$ cat src/sts1_slip_pkg.sv
/*
 * shared constants, types and helpers for the sts-1 slip buffer and
 * pointer justifier. assumes an sts-1 frame of 9 rows by 90 byte columns.
 */
`default_nettype none
package sts1_slip_pkg;
    localparam logic [3:0] PTR_ROW = 4'h3;
    localparam logic [3:0] LAST_ROW = 4'h8;
    localparam logic [6:0] H1_COL = 7'h00;
    localparam logic [6:0] H2_COL = 7'h01;
    localparam logic [6:0] H3_COL = 7'h02;
    localparam logic [6:0] STUFF_COL = 7'h03;
    localparam logic [6:0] LAST_COL = 7'h59;
    localparam logic [2:0] FIRST_BIT = 3'h0;
    localparam logic [2:0] LAST_BIT = 3'h7;
    localparam logic [9:0] PTR_ZERO = 10'h000;
    localparam logic [9:0] PTR_ONE = 10'h001;
    localparam logic [9:0] PTR_MAX = 10'h30f;
    localparam logic [9:0] INC_MASK = 10'h2aa;
    localparam logic [9:0] DEC_MASK = 10'h155;
    localparam logic [5:0] PTR_HDR = 6'h18;
    localparam logic [7:0] FILL_BYTE = 8'h00;

    typedef struct packed {
        logic [3:0] row;
        logic [6:0] col;
        logic [2:0] bitn;
    } frame_pos_t;

    localparam frame_pos_t FRAME_TOP = '{4'h0, 7'h00, 3'h0};

    typedef enum logic [2:0] {
        ADJ_NONE = 3'b001,
        ADJ_INC = 3'b010,
        ADJ_DEC = 3'b100
    } adj_t;

    // advance one bit through the frame
    function automatic frame_pos_t pos_step(input frame_pos_t p);
        frame_pos_t n;
        n = p;
        n.bitn = p.bitn + 3'h1;
        if (p.bitn == LAST_BIT) begin
            n.col = p.col + 7'h01;
            if (p.col == LAST_COL) begin
                n.col = 7'h00;
                n.row = (p.row == LAST_ROW) ? 4'h0 : p.row + 4'h1;
            end
        end
        return n;
    endfunction

    // h1/h2 word, flag bits inverted in an adjusting frame
    function automatic logic [15:0] ptr_word(input logic [9:0] ptr, input adj_t adj);
        logic [9:0] v;
        v = ptr;
        if (adj == ADJ_INC) begin
            v = ptr ^ INC_MASK;
        end else if (adj == ADJ_DEC) begin
            v = ptr ^ DEC_MASK;
        end
        return {PTR_HDR, v};
    endfunction
endpackage
`default_nettype wire

$ cat src/sts1_slip_buffer_pointer_justifier.sv
/*
 * slip buffer between an incoming sts-1 bit stream and a local read clock,
 * with positive and negative pointer justification on the outgoing frame.
 * assumes both line clocks are slow pins sampled by mclk, and that a framer
 * marks the first bit of each incoming frame on write_side_frame_mark.
 */
// What this block does
// - capture input bits on write clock edges
// - send output bits on read clock edges
// - tolerate small write/read rate differences
// - balanced rates: no adjustment, pointer constant
// - near empty: insert one dummy byte
// - dummy byte sits right after h3
// - stuff frame inverts increment flag bits
// - next frame: pointer plus one; flags normal only if fill is between the marks
// - near full: perform a negative stuff
// - negatively stuffed byte is still sent
// - negatively stuffed byte goes into h3
// - negative frame inverts decrement flag bits
// - next frame: pointer minus one; flags normal only if fill is between the marks
// - pointer is low ten bits of h1h2
// - pointer zero follows h3; above 783 invalid
`timescale 1ns/1ps
`default_nettype none
module sts1_slip_buffer_pointer_justifier
    import sts1_slip_pkg::*;
#(
    parameter int AW = 4,
    parameter int LOW_MARK = 4,
    parameter int HIGH_MARK = 12,
    parameter logic [9:0] PTR_INIT = 10'h000
) (
    input wire logic mclk,
    input wire logic rst_b,
    input wire logic write_side_line_clock,
    input wire logic write_side_frame_data,
    input wire logic write_side_frame_mark,
    input wire logic read_side_local_clock,
    output logic read_side_frame_data,
    output logic read_side_frame_start,
    output logic pointer_inc,
    output logic pointer_dec
);
    localparam logic [AW:0] LOW_F = (AW+1)'(LOW_MARK);
    localparam logic [AW:0] HIGH_F = (AW+1)'(HIGH_MARK);
    localparam logic [AW:0] FULL_F = (AW+1)'(1 << AW);
    localparam logic [AW:0] ONE_F = (AW+1)'(1);
    localparam frame_pos_t STUFF_POS = '{PTR_ROW, STUFF_COL, FIRST_BIT};
    localparam frame_pos_t H3_POS = '{PTR_ROW, H3_COL, FIRST_BIT};

    // pin synchronisers
    logic [2:0] wclk_s, wdat_s, wmark_s, rclk_s;
    logic [2:0] next_wclk_s, next_wdat_s, next_wmark_s, next_rclk_s;
    logic wclk_lvl, rclk_lvl, next_wclk_lvl, next_rclk_lvl;
    logic wedge, redge;

    always_comb begin
        next_wclk_s = {wclk_s[1:0], write_side_line_clock};
        next_wdat_s = {wdat_s[1:0], write_side_frame_data};
        next_wmark_s = {wmark_s[1:0], write_side_frame_mark};
        next_rclk_s = {rclk_s[1:0], read_side_local_clock};
        next_wclk_lvl = (wclk_s[1] == wclk_s[2]) ? wclk_s[2] : wclk_lvl;
        next_rclk_lvl = (rclk_s[1] == rclk_s[2]) ? rclk_s[2] : rclk_lvl;
        wedge = next_wclk_lvl && !wclk_lvl;
        redge = next_rclk_lvl && !rclk_lvl;
    end

    always_ff @(posedge mclk or negedge rst_b) begin
        if (!rst_b) begin
            wclk_s <= 3'h0;
            wdat_s <= 3'h0;
            wmark_s <= 3'h0;
            rclk_s <= 3'h0;
            wclk_lvl <= 1'b0;
            rclk_lvl <= 1'b0;
        end else begin
            wclk_s <= next_wclk_s;
            wdat_s <= next_wdat_s;
            wmark_s <= next_wmark_s;
            rclk_s <= next_rclk_s;
            wclk_lvl <= next_wclk_lvl;
            rclk_lvl <= next_rclk_lvl;
        end
    end

    // buffer storage and fill level
    logic [7:0] mem [0:(1<<AW)-1];
    logic [AW:0] wcnt, rcnt, next_wcnt, next_rcnt, fill;
    assign fill = wcnt - rcnt;

    // write side: deserialise, keep envelope bytes
    frame_pos_t wpos, next_wpos, wcur;
    logic [7:0] wshift, next_wshift;
    logic wr_en;

    always_comb begin
        wcur = wmark_s[2] ? FRAME_TOP : wpos;
        next_wpos = wpos;
        next_wshift = wshift;
        next_wcnt = wcnt;
        wr_en = 1'b0;
        if (wedge) begin
            next_wshift = {wshift[6:0], wdat_s[2]};
            next_wpos = pos_step(wcur);
            if (wcur.bitn == LAST_BIT && wcur.col >= STUFF_COL && fill != FULL_F) begin
                wr_en = 1'b1;
                next_wcnt = wcnt + ONE_F;
            end
        end
    end

    always_ff @(posedge mclk) begin
        if (wr_en) begin
            mem[wcnt[AW-1:0]] <= next_wshift;
        end
    end

    always_ff @(posedge mclk or negedge rst_b) begin
        if (!rst_b) begin
            wpos <= FRAME_TOP;
            wshift <= 8'h00;
            wcnt <= '0;
        end else begin
            wpos <= next_wpos;
            wshift <= next_wshift;
            wcnt <= next_wcnt;
        end
    end

    // read side: frame generator with pointer justification
    frame_pos_t rpos, next_rpos;
    logic [7:0] rshift, next_rshift, rbyte;
    logic [9:0] ptr, next_ptr;
    logic [15:0] pword;
    adj_t adj, next_adj;
    logic next_out, next_fstart, pop;

    always_comb begin
        next_rpos = rpos;
        next_rshift = rshift;
        next_rcnt = rcnt;
        next_ptr = ptr;
        next_adj = adj;
        next_out = read_side_frame_data;
        next_fstart = read_side_frame_start;
        pword = ptr_word(ptr, adj);
        rbyte = FILL_BYTE;
        pop = 1'b0;
        if (redge) begin
            next_fstart = (rpos == FRAME_TOP);
            if (rpos == FRAME_TOP) begin
                if (adj == ADJ_INC) begin
                    next_ptr = (ptr == PTR_MAX) ? PTR_ZERO : ptr + PTR_ONE;
                end else if (adj == ADJ_DEC) begin
                    next_ptr = (ptr == PTR_ZERO) ? PTR_MAX : ptr - PTR_ONE;
                end
                if (fill < LOW_F) begin
                    next_adj = ADJ_INC;
                end else if (fill > HIGH_F) begin
                    next_adj = ADJ_DEC;
                end else begin
                    next_adj = ADJ_NONE;
                end
            end
            if (rpos.bitn == FIRST_BIT) begin
                if (rpos.col < STUFF_COL) begin
                    if (rpos.row == PTR_ROW && rpos.col == H1_COL) begin
                        rbyte = pword[15:8];
                    end else if (rpos.row == PTR_ROW && rpos.col == H2_COL) begin
                        rbyte = pword[7:0];
                    end else if (rpos == H3_POS && adj == ADJ_DEC) begin
                        pop = 1'b1;
                    end
                end else if (!(rpos == STUFF_POS && adj == ADJ_INC)) begin
                    pop = 1'b1;
                end
                if (pop && fill != '0) begin
                    rbyte = mem[rcnt[AW-1:0]];
                    next_rcnt = rcnt + ONE_F;
                end
                next_out = rbyte[7];
                next_rshift = {rbyte[6:0], 1'b0};
            end else begin
                next_out = rshift[7];
                next_rshift = {rshift[6:0], 1'b0};
            end
            next_rpos = pos_step(rpos);
        end
    end

    always_ff @(posedge mclk or negedge rst_b) begin
        if (!rst_b) begin
            rpos <= FRAME_TOP;
            rshift <= 8'h00;
            rcnt <= '0;
            ptr <= PTR_INIT;
            adj <= ADJ_NONE;
            read_side_frame_data <= 1'b0;
            read_side_frame_start <= 1'b0;
            pointer_inc <= 1'b0;
            pointer_dec <= 1'b0;
        end else begin
            rpos <= next_rpos;
            rshift <= next_rshift;
            rcnt <= next_rcnt;
            ptr <= next_ptr;
            adj <= next_adj;
            read_side_frame_data <= next_out;
            read_side_frame_start <= next_fstart;
            pointer_inc <= (next_adj == ADJ_INC);
            pointer_dec <= (next_adj == ADJ_DEC);
        end
    end

    a_ptr_inc_step: assert property (@(posedge mclk) disable iff (!rst_b)
        (redge && rpos == FRAME_TOP && adj == ADJ_INC)
        |=> ptr == (($past(ptr) == PTR_MAX) ? PTR_ZERO : $past(ptr) + PTR_ONE))
        else $error("pointer not incremented after positive stuff");
    a_ptr_dec_step: assert property (@(posedge mclk) disable iff (!rst_b)
        (redge && rpos == FRAME_TOP && adj == ADJ_DEC)
        |=> ptr == (($past(ptr) == PTR_ZERO) ? PTR_MAX : $past(ptr) - PTR_ONE))
        else $error("pointer not decremented after negative stuff");
    a_ptr_hold: assert property (@(posedge mclk) disable iff (!rst_b)
        (adj == ADJ_NONE && !(redge && rpos == FRAME_TOP)) |=> $stable(ptr))
        else $error("pointer moved without adjustment");
    a_ptr_legal: assert property (@(posedge mclk) disable iff (!rst_b)
        ptr <= PTR_MAX)
        else $error("pointer above legal range");
    a_dummy_byte: assert property (@(posedge mclk) disable iff (!rst_b)
        (redge && rpos == STUFF_POS && adj == ADJ_INC)
        |=> !read_side_frame_data && rcnt == $past(rcnt))
        else $error("stuff byte not dummy");
    a_h3_carry: assert property (@(posedge mclk) disable iff (!rst_b)
        (redge && rpos == H3_POS && adj == ADJ_DEC && fill != '0)
        |=> rcnt == $past(rcnt) + ONE_F)
        else $error("h3 did not carry payload byte");
    a_dec_choice: assert property (@(posedge mclk) disable iff (!rst_b)
        (redge && rpos == FRAME_TOP && fill > HIGH_F) |=> adj == ADJ_DEC ##1 pointer_dec)
        else $error("negative stuff not chosen when full");
    a_inc_choice: assert property (@(posedge mclk) disable iff (!rst_b)
        (redge && rpos == FRAME_TOP && fill < LOW_F) |=> adj == ADJ_INC && pointer_inc)
        else $error("positive stuff not chosen when low");
    a_inc_flags: assert property (@(posedge mclk) disable iff (!rst_b)
        (adj == ADJ_INC) |-> (pword[9:0] ^ ptr) == INC_MASK && pword[15:10] == PTR_HDR)
        else $error("increment flags not inverted");
    a_toh_no_write: assert property (@(posedge mclk) disable iff (!rst_b)
        (wedge && !wmark_s[2] && wpos.col < STUFF_COL) |=> wcnt == $past(wcnt))
        else $error("overhead byte written to buffer");
endmodule
`default_nettype wire

$ cat config.mk
export PLATFORM = sky130hd
export DESIGN_NAME = sts1_slip_buffer_pointer_justifier
export DESIGN_NICKNAME = d
export VERILOG_FILES = /design/src/sts1_slip_pkg.sv /design/src/sts1_slip_buffer_pointer_justifier.sv
export SDC_FILE = /design/constraint.sdc
export NUM_CORES = 1
export LEC_CHECK = 0
export ABC_CLOCK_PERIOD_IN_PS = 4800
export BUFFER_PORTS_ARGS = -buffer_cell sky130_fd_sc_hd__buf_2
export CAP_MARGIN = 40
export CORE_MARGIN = 4
export CORE_UTILIZATION = 55
export CTS_BUF_LIST = sky130_fd_sc_hd__clkbuf_8
export DETAILED_ROUTE_END_ITERATION = 7
export PLACE_DENSITY_LB_ADDON = 0.3
export SLEW_MARGIN = 20
export SYNTH_ARGS = -nofsm -noshare
export SYNTH_HDL_FRONTEND = slang
export SYNTH_SLANG_ARGS = --single-unit
$ cat constraint.sdc
create_clock -name mclk -period 4.8 [get_ports mclk]
set_input_delay 0.24 -clock mclk [delete_from_list [all_inputs] [get_ports mclk]]
set_output_delay 0.24 -clock mclk [all_outputs]
set_load 0.1 [all_outputs]
==> impl_results.html, run 1 <==
<table>
<tr><th>Metric</th><th>Value</th></tr>
<tr><th colspan="2">Status</th></tr>
<tr><td>Outcome</td><td>finished, final reports clean</td></tr>
<tr><th colspan="2">Worst setup path</th></tr>
<tr><td>Critical path endpoint</td><td>mem[9][3]$_DFFE_PP_</td></tr>
<tr><td>Kind of launch point of the worst setup path</td><td>flop</td></tr>
<tr><td>Reg2reg end</td><td>mem[9][3]$_DFFE_PP_</td></tr>
<tr><td>Combined buffer and inverter count along the critical path</td><td>3</td></tr>
<tr><td>CP Max Fanout</td><td>14</td></tr>
<tr><td>Cell with the largest stage delay on the worst path</td><td>sky130_fd_sc_hd__nor4b_2</td></tr>
<tr><td>Critical Path Stages</td><td>11</td></tr>
<tr><td>Cell family with most CP delay</td><td>simple AND/OR/NAND/NOR gates</td></tr>
<tr><td>Max incr delay on CP</td><td>approximately 0.67 ns</td></tr>
<tr><td>Worst Path Required</td><td>a little over 5 ns</td></tr>
<tr><td>Category of the most critical setup path</td><td>reg -&gt; reg</td></tr>
<tr><td>Register-to-register path setup slack</td><td>~1.0 ns</td></tr>
<tr><td>Start point of the critical path</td><td>wcnt[0]$_DFFE_PN0P_</td></tr>
<tr><td>Critical path's most frequent cell</td><td>sky130_fd_sc_hd__inv_1</td></tr>
<tr><td>Kind of end point of the critical path</td><td>flop</td></tr>
<tr><td>FF-to-FF Start</td><td>wcnt[0]$_DFFE_PN0P_</td></tr>
<tr><td>Critical-path cell list</td><td>inv_1 &gt; ha_1 &gt; inv_1 &gt; fa_1 &gt; a21o_1 &gt; a21oi_2 &gt; xnor2_1 &gt; o211a_1 &gt; or3_1 &gt; nor4b_2 &gt; buf_4</td></tr>
<tr><td>Cell depth of the worst flop-to-flop path</td><td>11</td></tr>
<tr><td>Crit path DAT</td><td>between 3 and 4 ns</td></tr>
<tr><th colspan="2">STA</th></tr>
<tr><td>Worst hold margin</td><td>roughly 0.16 ns</td></tr>
<tr><td>Min cycle time layout</td><td>3.76 ns</td></tr>
<tr><td>Count of endpoints failing hold in the final timing report</td><td>0</td></tr>
<tr><td>Clock skew after layout</td><td>roughly 0.018 ns</td></tr>
<tr><td>Post-route setup TNS</td><td>0 ns</td></tr>
<tr><td>Slew at the pin with the worst max-slew slack</td><td>about 0.86 ns</td></tr>
<tr><td>Fin worst setup slack</td><td>around 1.0 ns</td></tr>
<tr><td>Peak Freq</td><td>266 MHz</td></tr>
<tr><td>RSZ-0062 raised after global routing</td><td>no</td></tr>
<tr><td>Part of the cycle the worst path needs</td><td>78.3%</td></tr>
<tr><td>Endpoints failing setup</td><td>0</td></tr>
<tr><td>Max-slew violations</td><td>0</td></tr>
<tr><td>Worst max-slew margin expressed relative to the limit</td><td>a little over two fifths</td></tr>
<tr><th colspan="2">Clocking</th></tr>
<tr><td>H-Tree Level Count</td><td>2</td></tr>
<tr><td># Post-CTS Setup Buffers</td><td>0</td></tr>
<tr><td>Buffer cell driving the clock tree root</td><td>sky130_fd_sc_hd__clkbuf_8</td></tr>
<tr><td>Clock-pin slew of the registers on the worst-case setup and hold paths</td><td>approximately 0.06 ns</td></tr>
<tr><td>Clock sinks</td><td>roughly 210</td></tr>
<tr><td>Skew-Pair Late Insertion Delay</td><td>approximately 0.52 ns</td></tr>
<tr><td>Maximum clock path buffer count</td><td>3</td></tr>
<tr><td>CTS Buf Count</td><td>35</td></tr>
<tr><td>TritonCTS clock tree</td><td>built</td></tr>
<tr><th colspan="2">Place</th></tr>
<tr><td>Number of cells after detailed placement</td><td>between 900 and 1000</td></tr>
<tr><td>DP HPWL</td><td>about 14000 µm</td></tr>
<tr><td>Worst slack, placed</td><td>around 0.8 ns</td></tr>
<tr><td>Number of port buffers</td><td>9</td></tr>
<tr><td>Routability Congestion</td><td>slightly below 0.9</td></tr>
<tr><th colspan="2">Layout</th></tr>
<tr><td>Proportion of layout cells with a drive suffix above 1</td><td>around 16%</td></tr>
<tr><td>Total of fill cells in the finished design</td><td>1271</td></tr>
<tr><td>Count of antenna diodes in the layout</td><td>0</td></tr>
<tr><td>Area of all sequential standard cells</td><td>just under 6000 µm²</td></tr>
<tr><td>Layout Cells excl Fill</td><td>1016</td></tr>
<tr><td># nets final</td><td>801</td></tr>
<tr><td>Area grow syn2layout</td><td>10.9%</td></tr>
<tr><td>Multi-input combinational cell area</td><td>roughly 3400 µm²</td></tr>
<tr><th colspan="2">Drt</th></tr>
<tr><td>Detailed-router iteration count before antenna repair</td><td>5</td></tr>
<tr><td>Antenna violation net count after detailed routing</td><td>0</td></tr>
<tr><td>DRC errors left</td><td>0</td></tr>
<tr><td>DR vias</td><td>around 6100</td></tr>
<tr><td>Detail-routed net length per standard cell</td><td>~20 µm</td></tr>
<tr><td>Total wire length</td><td>approximately 20000 µm</td></tr>
<tr><td>Number of vias per cell</td><td>6.01</td></tr>
<tr><td>Initial DRC count</td><td>603</td></tr>
<tr><th colspan="2">Run</th></tr>
<tr><td>Max-cap violation count</td><td>0</td></tr>
<tr><th colspan="2">Yosys</th></tr>
<tr><td>Main flop type after synthesis</td><td>sky130_fd_sc_hd__edfxtp_1</td></tr>
<tr><td>Synthesized netlist cell count</td><td>roughly 730</td></tr>
<tr><td>Share of flip-flops with an asynchronous set or reset after synthesis</td><td>between 30% and 40%</td></tr>
<tr><td>Cell accounting for the most synthesized area</td><td>sky130_fd_sc_hd__edfxtp_1</td></tr>
<tr><td>Synth unique cells</td><td>71</td></tr>
<tr><td>Synth Cell Area</td><td>between 9000 and 10000 µm²</td></tr>
<tr><td>Post-synthesis sequential area ratio</td><td>about three fifths</td></tr>
<tr><td>Syn_nets</td><td>between 700 and 800</td></tr>
<tr><td>Share of the synthesized area in the top cell type</td><td>40.5%</td></tr>
<tr><td>Top cells by area, synth</td><td>sky130_fd_sc_hd__edfxtp_1 41%, sky130_fd_sc_hd__dfrtp_1 21%, sky130_fd_sc_hd__mux4_2 7.6%</td></tr>
<tr><td>Flip-flop and latch count after synthesis</td><td>around 210</td></tr>
<tr><td>Total of warnings raised by yosys</td><td>0</td></tr>
<tr><td>EDFF count, synth</td><td>roughly 130</td></tr>
<tr><td>Syn Area/Cell</td><td>approximately 13 µm²</td></tr>
<tr><th colspan="2">Global routing</th></tr>
<tr><td>Global-route wire length before repair</td><td>about 33000 µm</td></tr>
<tr><td>Overflow left after global routing</td><td>0</td></tr>
<tr><td>Via count of the first global-routing pass</td><td>just over 6000</td></tr>
<tr><td>Largest net degree at the start of global routing</td><td>60</td></tr>
<tr><td>Initial antenna violation count</td><td>0</td></tr>
<tr><td>Global-route usage over all layers</td><td>21.5%</td></tr>
<tr><th colspan="2">Floorplanning</th></tr>
<tr><td>Die X</td><td>around 140 µm</td></tr>
<tr><td>Chip Height</td><td>about 140 µm</td></tr>
<tr><td>Standard cell core area</td><td>around 17000 µm²</td></tr>
<tr><td>Die outline area</td><td>19400 µm²</td></tr>
<tr><td>Initial cell density of the core</td><td>about 57%</td></tr>
<tr><td>Number of top-level pins</td><td>10</td></tr>
<tr><td>Floorplan row count</td><td>47</td></tr>
<tr><th colspan="2">Power</th></tr>
<tr><td>Worst IR Drop VDD</td><td>roughly 0.48 mV</td></tr>
<tr><td>Switching component of the power</td><td>1370 µW</td></tr>
<tr><td>Relative contribution of combinational cells to total power</td><td>about 18%</td></tr>
<tr><td>Switching portion of total power</td><td>~31%</td></tr>
<tr><td>Leakage Power</td><td>0.00404 µW</td></tr>
<tr><td>Design internal power</td><td>approximately 3000 µW</td></tr>
<tr><td>Total power per unit cell area</td><td>418 nW/µm²</td></tr>
<tr><td>Post-route total power</td><td>~4400 µW</td></tr>
<tr><td>Proportion of power drawn by the clock network</td><td>between 30% and 40%</td></tr>
<tr><td>Sequential Power Share</td><td>50.7%</td></tr>
<tr><th colspan="2">Hold path</th></tr>
<tr><td>Worst min-delay path class</td><td>in -&gt; async</td></tr>
</table>
[registers in the layout, indices dropped and copies added (netlist names)]
name	cells
pointer_dec	1
wshift	8
wpos	10
mem	128
rclk_s	3
pointer_inc	1
rcnt	5
read_side_frame_data	1
wdat_s	3
read_side_frame_start	1
wmark_s	3
wclk_s	3
rclk_lvl	1
rshift	7
ptr	10
adj	3
wcnt	5
rpos	14
wclk_lvl	1
[layout make-up]
cell class | instances | share of cell area, %
clock buffers | 36 | 4.71
multi-input cells | 467 | 32.6
inverters | 20 | 0.713
repair buffers | 39 | 2.79
flip-flops and latches | 208 | 55.6
clock inverters | 26 | 1.05
well taps | 220 | 2.62
[worst min path at each step]
| stage | endpoint | depth (start not counted) |
|---|---|---|
| final | rpos[13]$_DFFE_PN0P_ | 2 |
| after global routing | rpos[13]$_DFFE_PN0P_ | 2 |
| after CTS | rpos[13]$_DFFE_PN0P_ | 2 |
| after detailed placement | rpos[10]$_DFFE_PN0P_ | 1 |
| after global placement | wclk_s[1]$_DFF_PN0_ | 0 |
| after floorplan | adj[1]$_DFF_PN0_ | 0 |
[power groups by stage]
stage          Sequential, µW  Combinational [µW]  Clock [µW]
3_5_place_dp             2270                 777           0
2_1_floorplan            2280                 542           0
3_3_place_gp             2260                 750           0
6_report                 2240                 791        1380
5_1_grt                  2250                 878        1510
4_1_cts                  2230                 787        1420
[through the flow]
stage / area [µm²] / utilization, %
after floorplan: 9490 / -
after CTS: 10500 / 62.6
after global placement: 9780 / 58.4
final: 10500 / 62.8
after detailed placement: 9830 / 58.7
after global routing: 10500 / 62.8
[logic make-up after synthesis]
family,share of synthesized area (%)
AO/OA/AOI/OAI,8.02
flip-flops,61.6
buffers and inverters,2.44
adder cells (fa/ha/maj),3.45
multiplexers,8.41
AND/OR/NAND/NOR,13.8
XOR/XNOR,2.31
[synth_stat cells (all sizes together), types with 10 or more instances]
master and n:
nand2 115, dfrtp 79, ha 23, a31oi 13, nor2b 11, o21ai 41, nor4 15, mux4 32
buf 12, inv 18, xor2 11, and3 12, nor3 20, nand3 10, a21oi 37, edfxtp 128
nor2 27, xnor2 14, clkbuf 24
[per-layer routing]
| metal | global-route usage, % | wire [µm] | part of all wire [%] |
|---|---|---|---|
| met1 | 29.3 | 8360 | 41 |
| met2 | 33.8 | 9820 | 48 |
| met3 | 4.49 | 1580 | 7.7 |
| met4 | 9.47 | 739 | 3.6 |
| met5 | 0 | 0 | 0 |
[placed cells by master (no fill, tap or decap), types with 3 or more instances in the layout]
master and count:
sky130_fd_sc_hd__or4_1 3, sky130_fd_sc_hd__buf_4 16, sky130_fd_sc_hd__o221ai_1 4, sky130_fd_sc_hd__nor3b_1 4, sky130_fd_sc_hd__a21oi_1 36, sky130_fd_sc_hd__nor4_1 12, sky130_fd_sc_hd__o21ai_1 7, sky130_fd_sc_hd__o31ai_1 5
sky130_fd_sc_hd__nor2b_1 11, sky130_fd_sc_hd__clkinv_1 12, sky130_fd_sc_hd__nor4b_2 3, sky130_fd_sc_hd__inv_1 30, sky130_fd_sc_hd__a31oi_1 13, sky130_fd_sc_hd__o22ai_1 4, sky130_fd_sc_hd__nand3_1 10, sky130_fd_sc_hd__edfxtp_1 128
sky130_fd_sc_hd__buf_2 12, sky130_fd_sc_hd__xor2_1 11, sky130_fd_sc_hd__and3_1 12, sky130_fd_sc_hd__nor3_1 20, sky130_fd_sc_hd__nand2b_1 5, sky130_fd_sc_hd__o21ai_0 33, sky130_fd_sc_hd__ha_1 23, sky130_fd_sc_hd__mux4_2 32
sky130_fd_sc_hd__a22o_1 3, sky130_fd_sc_hd__xnor2_1 14, sky130_fd_sc_hd__nor2_1 26, sky130_fd_sc_hd__mux2_2 5, sky130_fd_sc_hd__and4_1 5, sky130_fd_sc_hd__a21o_1 3, sky130_fd_sc_hd__nand2_1 115, sky130_fd_sc_hd__nor4b_1 5
sky130_fd_sc_hd__clkbuf_8 36, sky130_fd_sc_hd__dlygate4sd3_1 5, sky130_fd_sc_hd__dfrtp_1 78
[worst reg2reg max path: cells and delay by family, from the launching register on]
kind                     cells  cell delay, ns
AND/OR/NAND/NOR              2            1.26
buffers and inverters        3            0.50
XOR/XNOR                     1            0.08
adder cells (fa/ha/maj)      2            0.65
AO/OA/AOI/OAI                3            0.55
flip-flops                   1            0.42
[repair_timing]
action / in CTS / in global routing
hold endpoints to repair: 84 / 0
hold buffers: 5 / 0
setup endpoints to repair: 0 / 0
resized for setup: 0 / 0
Note: power is estimated with default switching activity, not from simulation.
==> run 2: changes to the inputs <==
--- a/config.mk
+++ b/config.mk
@@ -5,7 +5,7 @@
 export SDC_FILE = /design/constraint.sdc
 export NUM_CORES = 1
 export LEC_CHECK = 0
-export ABC_CLOCK_PERIOD_IN_PS = 4800
+export ABC_CLOCK_PERIOD_IN_PS = 3500
 export BUFFER_PORTS_ARGS = -buffer_cell sky130_fd_sc_hd__buf_2
 export CAP_MARGIN = 40
 export CORE_MARGIN = 4
==> constraint.sdc (replaced) <==
create_clock -name mclk -period 3.5 [get_ports mclk]
set_input_delay 0.175 -clock mclk [delete_from_list [all_inputs] [get_ports mclk]]
set_output_delay 0.175 -clock mclk [all_outputs]
set_load 0.1 [all_outputs]
==> run 2 against run 1 <==
Critical path depth up 1. Clock power grew 50%. Die area did not move. Sequential power increased by 37%. Non-clock buffer count decreased by 1. Cell area rose by 1.9%. Count of clock-buffer cells in the layout stayed put. Register-to-register slack worse by 0.83 ns. Utilization grew 1.2 points. Hold slack got worse by 0.0062 ns. Global-route usage is 0.29 points higher. Critical endpoint is now mem[3][7]$_DFFE_PP_. Highest routed layer unchanged.
==> impl_results.html, run 2 (same netlist as run 1, synthesis figures left out) <==
<table>
<tr><th>Metric</th><th>Value</th></tr>
<tr><th colspan="2">Status</th></tr>
<tr><td>Outcome</td><td>finished, final reports clean</td></tr>
<tr><th colspan="2">Global routing</th></tr>
<tr><td>Initial antenna violation count</td><td>0</td></tr>
<tr><td>Global-route wire length before repair</td><td>approximately 33000 µm</td></tr>
<tr><td>Global-route usage over all layers</td><td>a little over a fifth</td></tr>
<tr><td>Largest net degree at the start of global routing</td><td>just over 50</td></tr>
<tr><td>Via count of the first global-routing pass</td><td>roughly 6000</td></tr>
<tr><td>Overflow left after global routing</td><td>0</td></tr>
<tr><th colspan="2">STA</th></tr>
<tr><td>Clock skew after layout</td><td>roughly 0.022 ns</td></tr>
<tr><td>Slew at the pin with the worst max-slew slack</td><td>0.849 ns</td></tr>
<tr><td>RSZ-0062 raised after global routing</td><td>no</td></tr>
<tr><td>Peak Freq</td><td>304 MHz</td></tr>
<tr><td>Max-slew violations</td><td>0</td></tr>
<tr><td>Post-route setup TNS</td><td>0 ns</td></tr>
<tr><td>Fin worst setup slack</td><td>0.212 ns</td></tr>
<tr><td>Count of endpoints failing hold in the final timing report</td><td>0</td></tr>
<tr><td>Part of the cycle the worst path needs</td><td>93.9%</td></tr>
<tr><td>Min cycle time layout</td><td>3.29 ns</td></tr>
<tr><td>Endpoints failing setup</td><td>0</td></tr>
<tr><td>Worst max-slew margin expressed relative to the limit</td><td>between 40% and 50%</td></tr>
<tr><th colspan="2">Drt</th></tr>
<tr><td>DR vias</td><td>about 6100</td></tr>
<tr><td>Initial DRC count</td><td>about 470</td></tr>
<tr><td>Detailed-router iteration count before antenna repair</td><td>5</td></tr>
<tr><td>DRC errors left</td><td>0</td></tr>
<tr><td>Total wire length</td><td>20500 µm</td></tr>
<tr><td>Antenna violation net count after detailed routing</td><td>0</td></tr>
<tr><td>Number of vias per cell</td><td>just over 6</td></tr>
<tr><td>Detail-routed net length per standard cell</td><td>20.2 µm</td></tr>
<tr><th colspan="2">Clocking</th></tr>
<tr><td>Count of instances resized after the clock tree is built</td><td>0</td></tr>
<tr><td>TritonCTS clock tree</td><td>built</td></tr>
<tr><td>H-Tree Level Count</td><td>2</td></tr>
<tr><td>CTS Buf Count</td><td>34</td></tr>
<tr><td>Maximum clock path buffer count</td><td>3</td></tr>
<tr><td>Skew-Pair Late Insertion Delay</td><td>between 0.5 and 0.6 ns</td></tr>
<tr><td>Buffer cell driving the clock tree root</td><td>sky130_fd_sc_hd__clkbuf_8</td></tr>
<tr><td>Clock-pin slew of the registers on the worst-case setup and hold paths</td><td>roughly 0.060 ns</td></tr>
<tr><td>Clock sinks</td><td>208</td></tr>
<tr><th colspan="2">Worst setup path</th></tr>
<tr><td>Category of the most critical setup path</td><td>reg -&gt; reg</td></tr>
<tr><td>Crit path DAT</td><td>approximately 3.5 ns</td></tr>
<tr><td>Kind of end point of the critical path</td><td>flop</td></tr>
<tr><td>Worst Path Required</td><td>~3.7 ns</td></tr>
<tr><td>CP Max Fanout</td><td>14</td></tr>
<tr><td>Kind of launch point of the worst setup path</td><td>flop</td></tr>
<tr><th colspan="2">Floorplanning</th></tr>
<tr><td>Initial cell density of the core</td><td>between 50% and 60%</td></tr>
<tr><td>Standard cell core area</td><td>between 15000 and 20000 µm²</td></tr>
<tr><td>Die outline area</td><td>19400 µm²</td></tr>
<tr><td>Chip Height</td><td>139 µm</td></tr>
<tr><td>Floorplan row count</td><td>47</td></tr>
<tr><td>Die X</td><td>between 100 and 150 µm</td></tr>
<tr><td>Number of top-level pins</td><td>10</td></tr>
<tr><th colspan="2">Power</th></tr>
<tr><td>Post-route total power</td><td>~6200 µW</td></tr>
<tr><td>Worst IR Drop VDD</td><td>0.460 mV</td></tr>
<tr><td>Design internal power</td><td>~4300 µW</td></tr>
<tr><td>Proportion of power drawn by the clock network</td><td>approximately a third</td></tr>
<tr><td>Switching portion of total power</td><td>between 30% and 40%</td></tr>
<tr><td>Sequential Power Share</td><td>around half</td></tr>
<tr><td>Total power per unit cell area</td><td>579 nW/µm²</td></tr>
<tr><td>Relative contribution of combinational cells to total power</td><td>17.3%</td></tr>
<tr><td>Leakage Power</td><td>roughly 0.0041 µW</td></tr>
<tr><td>Switching component of the power</td><td>approximately 1900 µW</td></tr>
<tr><th colspan="2">Place</th></tr>
<tr><td>Number of port buffers</td><td>9</td></tr>
<tr><td>Worst slack, placed</td><td>between 0.15 and 0.2 ns</td></tr>
<tr><td>DP HPWL</td><td>13700 µm</td></tr>
<tr><td>Routability Congestion</td><td>about 0.87</td></tr>
<tr><th colspan="2">Layout</th></tr>
<tr><td>Area grow syn2layout</td><td>13.1%</td></tr>
<tr><td># nets final</td><td>799</td></tr>
<tr><td>Commonest cells after routing, fill and taps aside</td><td>128 x sky130_fd_sc_hd__edfxtp_1, 115 x sky130_fd_sc_hd__nand2_1, 78 x sky130_fd_sc_hd__dfrtp_1, 36 x sky130_fd_sc_hd__a21oi_1, 36 x sky130_fd_sc_hd__clkbuf_8</td></tr>
<tr><td>Flip-flop count of the largest register after layout</td><td>roughly 130</td></tr>
<tr><td>Most frequent standard cell in the layout excluding fill and tap cells</td><td>sky130_fd_sc_hd__edfxtp_1</td></tr>
<tr><td>Count of antenna diodes in the layout</td><td>0</td></tr>
<tr><td>Proportion of layout cells with a drive suffix above 1</td><td>a little under a fifth</td></tr>
<tr><th colspan="2">Hold path</th></tr>
<tr><td>Worst min-delay path class</td><td>in -&gt; async</td></tr>
<tr><th colspan="2">Run</th></tr>
<tr><td>Max-cap violation count</td><td>0</td></tr>
</table>
==> run 2: worst paths after layout <==
path / startpoint / to / slack [ns] / depth (start not counted)
max: wcnt[0]$_DFFE_PN0P_ / mem[3][7]$_DFFE_PP_ / 0.21 / 12
min: rst_b / rpos[7]$_DFFE_PN0P_ / 0.15 / 2
max reg2reg: wcnt[0]$_DFFE_PN0P_ / mem[3][7]$_DFFE_PP_ / 0.21 / 12
min reg2reg: wdat_s[1]$_DFF_PN0_ / wdat_s[2]$_DFF_PN0_ / 0.35 / 0
max in group asynchronous: rst_b / rcnt[0]$_DFFE_PN0P_ / 2.76 / 3
min in group mclk: write_side_frame_data / wdat_s[0]$_DFF_PN0_ / 0.29 / 2
==> run 2: area by class of cell <==
type | count | area [µm²]
flip-flops and latches | 208 | 5850
clock inverters | 25 | 166
fillers | 1247 | 6030
clock buffers | 36 | 495
well taps | 220 | 275
inverters | 20 | 76.3
repair buffers | 38 | 305
multi-input cells | 467 | 3560
==> run 2: power by group through the flow <==
stage	registers (µW)	logic, µW	clock network, µW
2_1_floorplan	3130	743	0
3_3_place_gp	3090	1030	0
3_5_place_dp	3110	1060	0
4_1_cts	3060	1070	2120
5_1_grt	3090	1200	2230
6_report	3070	1070	2070
==> run 2: timing repair <==
item                                    in CTS  in global routing
buffers inserted                             0                  3
hold buffers                                 5                  0
hold endpoints to repair                    84                  0
endpoints found under the setup margin       0                 24
==> run 2: critical path: stages (launching register included) <==
cell                      delay, ns
sky130_fd_sc_hd__dfrtp_1       0.41
sky130_fd_sc_hd__inv_1         0.16
sky130_fd_sc_hd__ha_1          0.19
sky130_fd_sc_hd__inv_1         0.05
sky130_fd_sc_hd__fa_1          0.44
sky130_fd_sc_hd__a21o_1        0.20
sky130_fd_sc_hd__a21oi_2       0.18
sky130_fd_sc_hd__xnor2_1       0.08
sky130_fd_sc_hd__o211a_1       0.18
sky130_fd_sc_hd__or3_1         0.37
sky130_fd_sc_hd__buf_12        0.19
sky130_fd_sc_hd__nor4_4        0.29
sky130_fd_sc_hd__buf_4         0.22
==> run 2: through the flow <==
step,std cells,utilization [%],hold slack [ns],cell area (µm²)
floorplan,731,-,-0.121,9630
finish,1014,64.0,0.153,10700
global placement,942,59.4,0.283,9960
CTS,1010,63.9,0.139,10700
detailed placement,944,59.6,0.144,9990
global route,1014,64.0,0.164,10700
==> run 2: metal layers <==
layer  GRT usage (%)  up-vias  wire length, µm
li1                -     2831                -
met1            30.8     3025             8620
met2            35.4      238            10100
met3            3.74       35             1360
met4            6.28        0              418
met5               0        -                0
==> run 3: changes to the inputs <==
--- a/config.mk
+++ b/config.mk
@@ -5,6 +5,7 @@
 export SDC_FILE = /design/constraint.sdc
 export NUM_CORES = 1
 export LEC_CHECK = 0
+export ABC_AREA = 1
 export ABC_CLOCK_PERIOD_IN_PS = 3500
 export BUFFER_PORTS_ARGS = -buffer_cell sky130_fd_sc_hd__buf_2
 export CAP_MARGIN = 40
==> run 3 against run 2 <==
Area after synthesis grew 6.9%. Die area grew 6.5%. Synthesized cell count is 50% higher. Clock skew grew 0.018 ns. Wire length increased by 7.2%. Worst setup slack better by 0.32 ns. Register-to-register slack better by 0.32 ns. Largest cell class unchanged. Highest routed layer unchanged. Critical path type unchanged. Count of clock-buffer cells in the layout is 2 higher. Flip-flop and latch count unchanged.
==> impl_results.html, run 3 <==
<table>
<tr><th>Metric</th><th>Value</th></tr>
<tr><th colspan="2">Layout</th></tr>
<tr><td>Count of antenna diodes in the layout</td><td>0</td></tr>
<tr><td>Most frequent standard cell in the layout excluding fill and tap cells</td><td>sky130_fd_sc_hd__nand2_1</td></tr>
<tr><td>Flip-flop count of the largest register after layout</td><td>~130</td></tr>
<tr><td># nets final</td><td>around 1200</td></tr>
<tr><td>Area grow syn2layout</td><td>10.7%</td></tr>
<tr><td>Post-layout instance area</td><td>11200 µm²</td></tr>
<tr><td>Commonest cells after routing, fill and taps aside</td><td>298 x sky130_fd_sc_hd__nand2_1, 128 x sky130_fd_sc_hd__edfxtp_1, 127 x sky130_fd_sc_hd__inv_1, 111 x sky130_fd_sc_hd__nor2_1, 96 x sky130_fd_sc_hd__nand3_1</td></tr>
<tr><td>Proportion of layout cells with a drive suffix above 1</td><td>around a tenth</td></tr>
<tr><th colspan="2">Clocking</th></tr>
<tr><td>Skew-Pair Late Insertion Delay</td><td>between 0.5 and 0.6 ns</td></tr>
<tr><td># Post-CTS Setup Buffers</td><td>0</td></tr>
<tr><td>CTS Buf Count</td><td>35</td></tr>
<tr><td>Maximum clock path buffer count</td><td>3</td></tr>
<tr><td>Clock sinks</td><td>about 210</td></tr>
<tr><td>Clock-pin slew of the registers on the worst-case setup and hold paths</td><td>roughly 0.060 ns</td></tr>
<tr><td>Count of instances resized after the clock tree is built</td><td>0</td></tr>
<tr><td>Buffer cell driving the clock tree root</td><td>sky130_fd_sc_hd__clkbuf_8</td></tr>
<tr><td>Count of hold buffers inserted by post-cts repair</td><td>5</td></tr>
<tr><td>TritonCTS clock tree</td><td>built</td></tr>
<tr><td>H-Tree Level Count</td><td>2</td></tr>
<tr><th colspan="2">Global routing</th></tr>
<tr><td>Largest net degree at the start of global routing</td><td>just under 70</td></tr>
<tr><td>Overflow left after global routing</td><td>0</td></tr>
<tr><td>Global-route wire length before repair</td><td>between 30000 and 40000 µm</td></tr>
<tr><td>Initial antenna violation count</td><td>0</td></tr>
<tr><td>Global-route usage over all layers</td><td>a little over a fifth</td></tr>
<tr><td>Via count of the first global-routing pass</td><td>just over 7000</td></tr>
<tr><th colspan="2">Floorplanning</th></tr>
<tr><td>Initial cell density of the core</td><td>between 50 and 60%</td></tr>
<tr><td>Chip Height</td><td>approximately 140 µm</td></tr>
<tr><td>Floorplan row count</td><td>between 40 and 50</td></tr>
<tr><td>Die outline area</td><td>20700 µm²</td></tr>
<tr><td>Die X</td><td>approximately 140 µm</td></tr>
<tr><td>Number of top-level pins</td><td>10</td></tr>
<tr><td>Standard cell core area</td><td>around 18000 µm²</td></tr>
<tr><th colspan="2">Yosys</th></tr>
<tr><td>Syn Area/Cell</td><td>9.24 µm²</td></tr>
<tr><td>Synth Cell Area</td><td>around 10000 µm²</td></tr>
<tr><td>Flip-flop and latch count after synthesis</td><td>208</td></tr>
<tr><td>Most frequent cell after synthesis</td><td>sky130_fd_sc_hd__nand2_1</td></tr>
<tr><td>Main flop type after synthesis</td><td>sky130_fd_sc_hd__edfxtp_1</td></tr>
<tr><td>Syn_nets</td><td>~1100</td></tr>
<tr><td>Synth unique cells</td><td>a little under 50</td></tr>
<tr><td>EDFF count, synth</td><td>128</td></tr>
<tr><td>Total of warnings raised by yosys</td><td>0</td></tr>
<tr><td>Post-synthesis sequential area ratio</td><td>between 50 and 60%</td></tr>
<tr><td>Top cells by area, synth</td><td>sky130_fd_sc_hd__edfxtp_1 38%, sky130_fd_sc_hd__dfrtp_1 19%, sky130_fd_sc_hd__nand2_1 11%</td></tr>
<tr><td>Share of the synthesized area in the top cell type</td><td>between 30% and 40%</td></tr>
<tr><td>Synthesized netlist cell count</td><td>about 1100</td></tr>
<tr><td>Share of flip-flops with an asynchronous set or reset after synthesis</td><td>38.5%</td></tr>
<tr><td>Cell accounting for the most synthesized area</td><td>sky130_fd_sc_hd__edfxtp_1</td></tr>
<tr><td>Most used standard cells in the synthesized netlist</td><td>298 x sky130_fd_sc_hd__nand2_1, 128 x sky130_fd_sc_hd__edfxtp_1, 114 x sky130_fd_sc_hd__inv_1</td></tr>
<tr><th colspan="2">STA</th></tr>
<tr><td>Count of endpoints failing hold in the final timing report</td><td>0</td></tr>
<tr><td>Part of the cycle the worst path needs</td><td>a little over four fifths</td></tr>
<tr><td>Slew at the pin with the worst max-slew slack</td><td>around 0.77 ns</td></tr>
<tr><td>Clock skew after layout</td><td>0.0398 ns</td></tr>
<tr><td>Min cycle time layout</td><td>roughly 3.0 ns</td></tr>
<tr><td>Endpoints failing setup</td><td>0</td></tr>
<tr><td>RSZ-0062 raised after global routing</td><td>no</td></tr>
<tr><td>Max-slew violations</td><td>0</td></tr>
<tr><td>Worst hold margin</td><td>roughly 0.26 ns</td></tr>
<tr><td>Peak Freq</td><td>~340 MHz</td></tr>
<tr><td>Worst max-slew margin expressed relative to the limit</td><td>between 40% and 50%</td></tr>
<tr><td>Post-route setup TNS</td><td>0 ns</td></tr>
<tr><th colspan="2">Drt</th></tr>
<tr><td>Antenna violation net count after detailed routing</td><td>0</td></tr>
<tr><td>Total wire length</td><td>between 20000 and 25000 µm</td></tr>
<tr><td>Number of vias per cell</td><td>5.37</td></tr>
<tr><td>Detail-routed net length per standard cell</td><td>15.7 µm</td></tr>
<tr><td>DRC errors left</td><td>0</td></tr>
<tr><td>DR vias</td><td>about 7500</td></tr>
<tr><td>Detailed-router iteration count before antenna repair</td><td>6</td></tr>
<tr><td>Initial DRC count</td><td>between 500 and 600</td></tr>
<tr><th colspan="2">Place</th></tr>
<tr><td>Placed instance area</td><td>10500 µm²</td></tr>
<tr><td>Routability Congestion</td><td>approximately 0.9</td></tr>
<tr><td>DP HPWL</td><td>14500 µm</td></tr>
<tr><td>Number of port buffers</td><td>9</td></tr>
<tr><th colspan="2">Worst setup path</th></tr>
<tr><td>Crit path DAT</td><td>roughly 3.1 ns</td></tr>
<tr><td>Critical-path cell list</td><td>inv_1 &gt; ha_1 &gt; inv_1 &gt; fa_1 &gt; nand3_1 &gt; nand3_1 &gt; nand2_1 &gt; nor3_1 &gt; nand3_1 &gt; nand2_1 &gt; buf_4 &gt; nor2_1</td></tr>
<tr><td>Combined buffer and inverter count along the critical path</td><td>3</td></tr>
<tr><td>CP Max Fanout</td><td>21</td></tr>
<tr><td>Max incr delay on CP</td><td>0.52 ns</td></tr>
<tr><td>Critical path's most frequent cell</td><td>sky130_fd_sc_hd__nand3_1</td></tr>
<tr><td>Kind of launch point of the worst setup path</td><td>flop</td></tr>
<tr><td>Worst Path Required</td><td>~3.7 ns</td></tr>
<tr><td>Cell with the largest stage delay on the worst path</td><td>sky130_fd_sc_hd__nor2_1</td></tr>
<tr><td>Kind of end point of the critical path</td><td>flop</td></tr>
<tr><td>Category of the most critical setup path</td><td>reg -&gt; reg</td></tr>
<tr><td>Cell family with most CP delay</td><td>simple AND/OR/NAND/NOR gates</td></tr>
<tr><th colspan="2">Status</th></tr>
<tr><td>Outcome</td><td>finished, final reports clean</td></tr>
<tr><th colspan="2">Power</th></tr>
<tr><td>Switching component of the power</td><td>around 2000 µW</td></tr>
<tr><td>Worst IR Drop VDD</td><td>0.471 mV</td></tr>
<tr><td>Sequential Power Share</td><td>between 40% and 50%</td></tr>
<tr><td>Leakage Power</td><td>between 0.005 and 0.006 µW</td></tr>
<tr><td>Relative contribution of combinational cells to total power</td><td>a little under a fifth</td></tr>
<tr><td>Design internal power</td><td>~4300 µW</td></tr>
<tr><td>Proportion of power drawn by the clock network</td><td>32.4%</td></tr>
<tr><td>Switching portion of total power</td><td>between 30 and 40%</td></tr>
<tr><td>Total power per unit cell area</td><td>~560 nW/µm²</td></tr>
<tr><th colspan="2">Hold path</th></tr>
<tr><td>Worst min-delay path class</td><td>in -&gt; async</td></tr>
<tr><th colspan="2">Run</th></tr>
<tr><td>Max-cap violation count</td><td>0</td></tr>
</table>
## run 3: cell types whose count changed after synthesis, sizes merged, moves of 10 or more
cell,delta
nand2,+190
buf,+11
mux4,-32
inv,+103
xnor2,-10
clkbuf,-14
nor2,+94
and3,-12
nand3,+88
xor2,+15
o21ai,+22
nor2b,-11
## run 3: metal layers
layer,vias to the layer above,share of wire (%),track usage [%]
li1,3698,-,-
met1,3542,43,28.5
met2,201,48,36.5
met3,51,6.0,4.36
met4,0,2.9,8.87
met5,-,0,0
## run 3: final cells by class
type | instances | area (µm²)
Timing Repair Buffer | 39 | 287
Sequential cell | 208 | 5850
Fill cell | 1544 | 6800
Clock buffer | 38 | 523
Clock inverter | 25 | 149
Tap cell | 229 | 287
Multi-Input combinational cell | 732 | 3660
Inverter | 125 | 478
## run 3: worst register-to-register path, delay by kind of cell (launching register included)
kind	cells	cell delay, ns
DFF	1	0.43
and+or+nand+nor	7	1.18
adders and majority gates	2	0.56
buffers and inverters	3	0.44
## run 3: logic make-up (layout without fill, tap and decap cells)
logic type,Yosys count,after routing,synth area share [%]
AOI/OAI and AO/OA,107,107,5.67
buffers and inverters,158,227,6.34
adders and majority gates,26,26,3.23
DFF,208,208,57.6
and+or+nand+nor,569,569,24.5
xor gates and xnor gates,30,30,2.59
## run 3: final timing paths
path                       slack (ns)                   from                    to  depth (start not counted)
min reg2reg                      0.35    wdat_s[1]$_DFF_PN0_   wdat_s[2]$_DFF_PN0_                          0
max                              0.54    wcnt[0]$_DFFE_PN0P_  mem[15][6]$_DFFE_PP_                         12
max in group asynchronous        2.44                  rst_b   wshift[0]$_DFF_PN0_                          3
max reg2reg                      0.54    wcnt[0]$_DFFE_PN0P_  mem[15][6]$_DFFE_PP_                         12
min                              0.26                  rst_b   rpos[6]$_DFFE_PN0P_                          2
min in group mclk                0.29  write_side_line_clock   wclk_s[0]$_DFF_PN0_                          2
## run 3: power by group through the flow
stage	Combinational [µW]	Sequential, µW	Clock (µW)
floorplan	709	3220	0
global placement	1130	3140	0
detailed placement	1160	3140	0
CTS	1180	3090	2110
global route	1300	3120	2220
finish	1170	3090	2040
## run 3: through the flow
stage                     worst slack [ns]  utilization (%)  power, µW  std cells
final                                0.535             62.3       6310       1396
after global routing                 0.338             62.3       6650       1396
after CTS                            0.526             62.3       6370       1396
after detailed placement             0.550             58.3       4300       1328
after global placement               0.576             58.2       4270       1326
after floorplan                      0.622                -       3930       1098
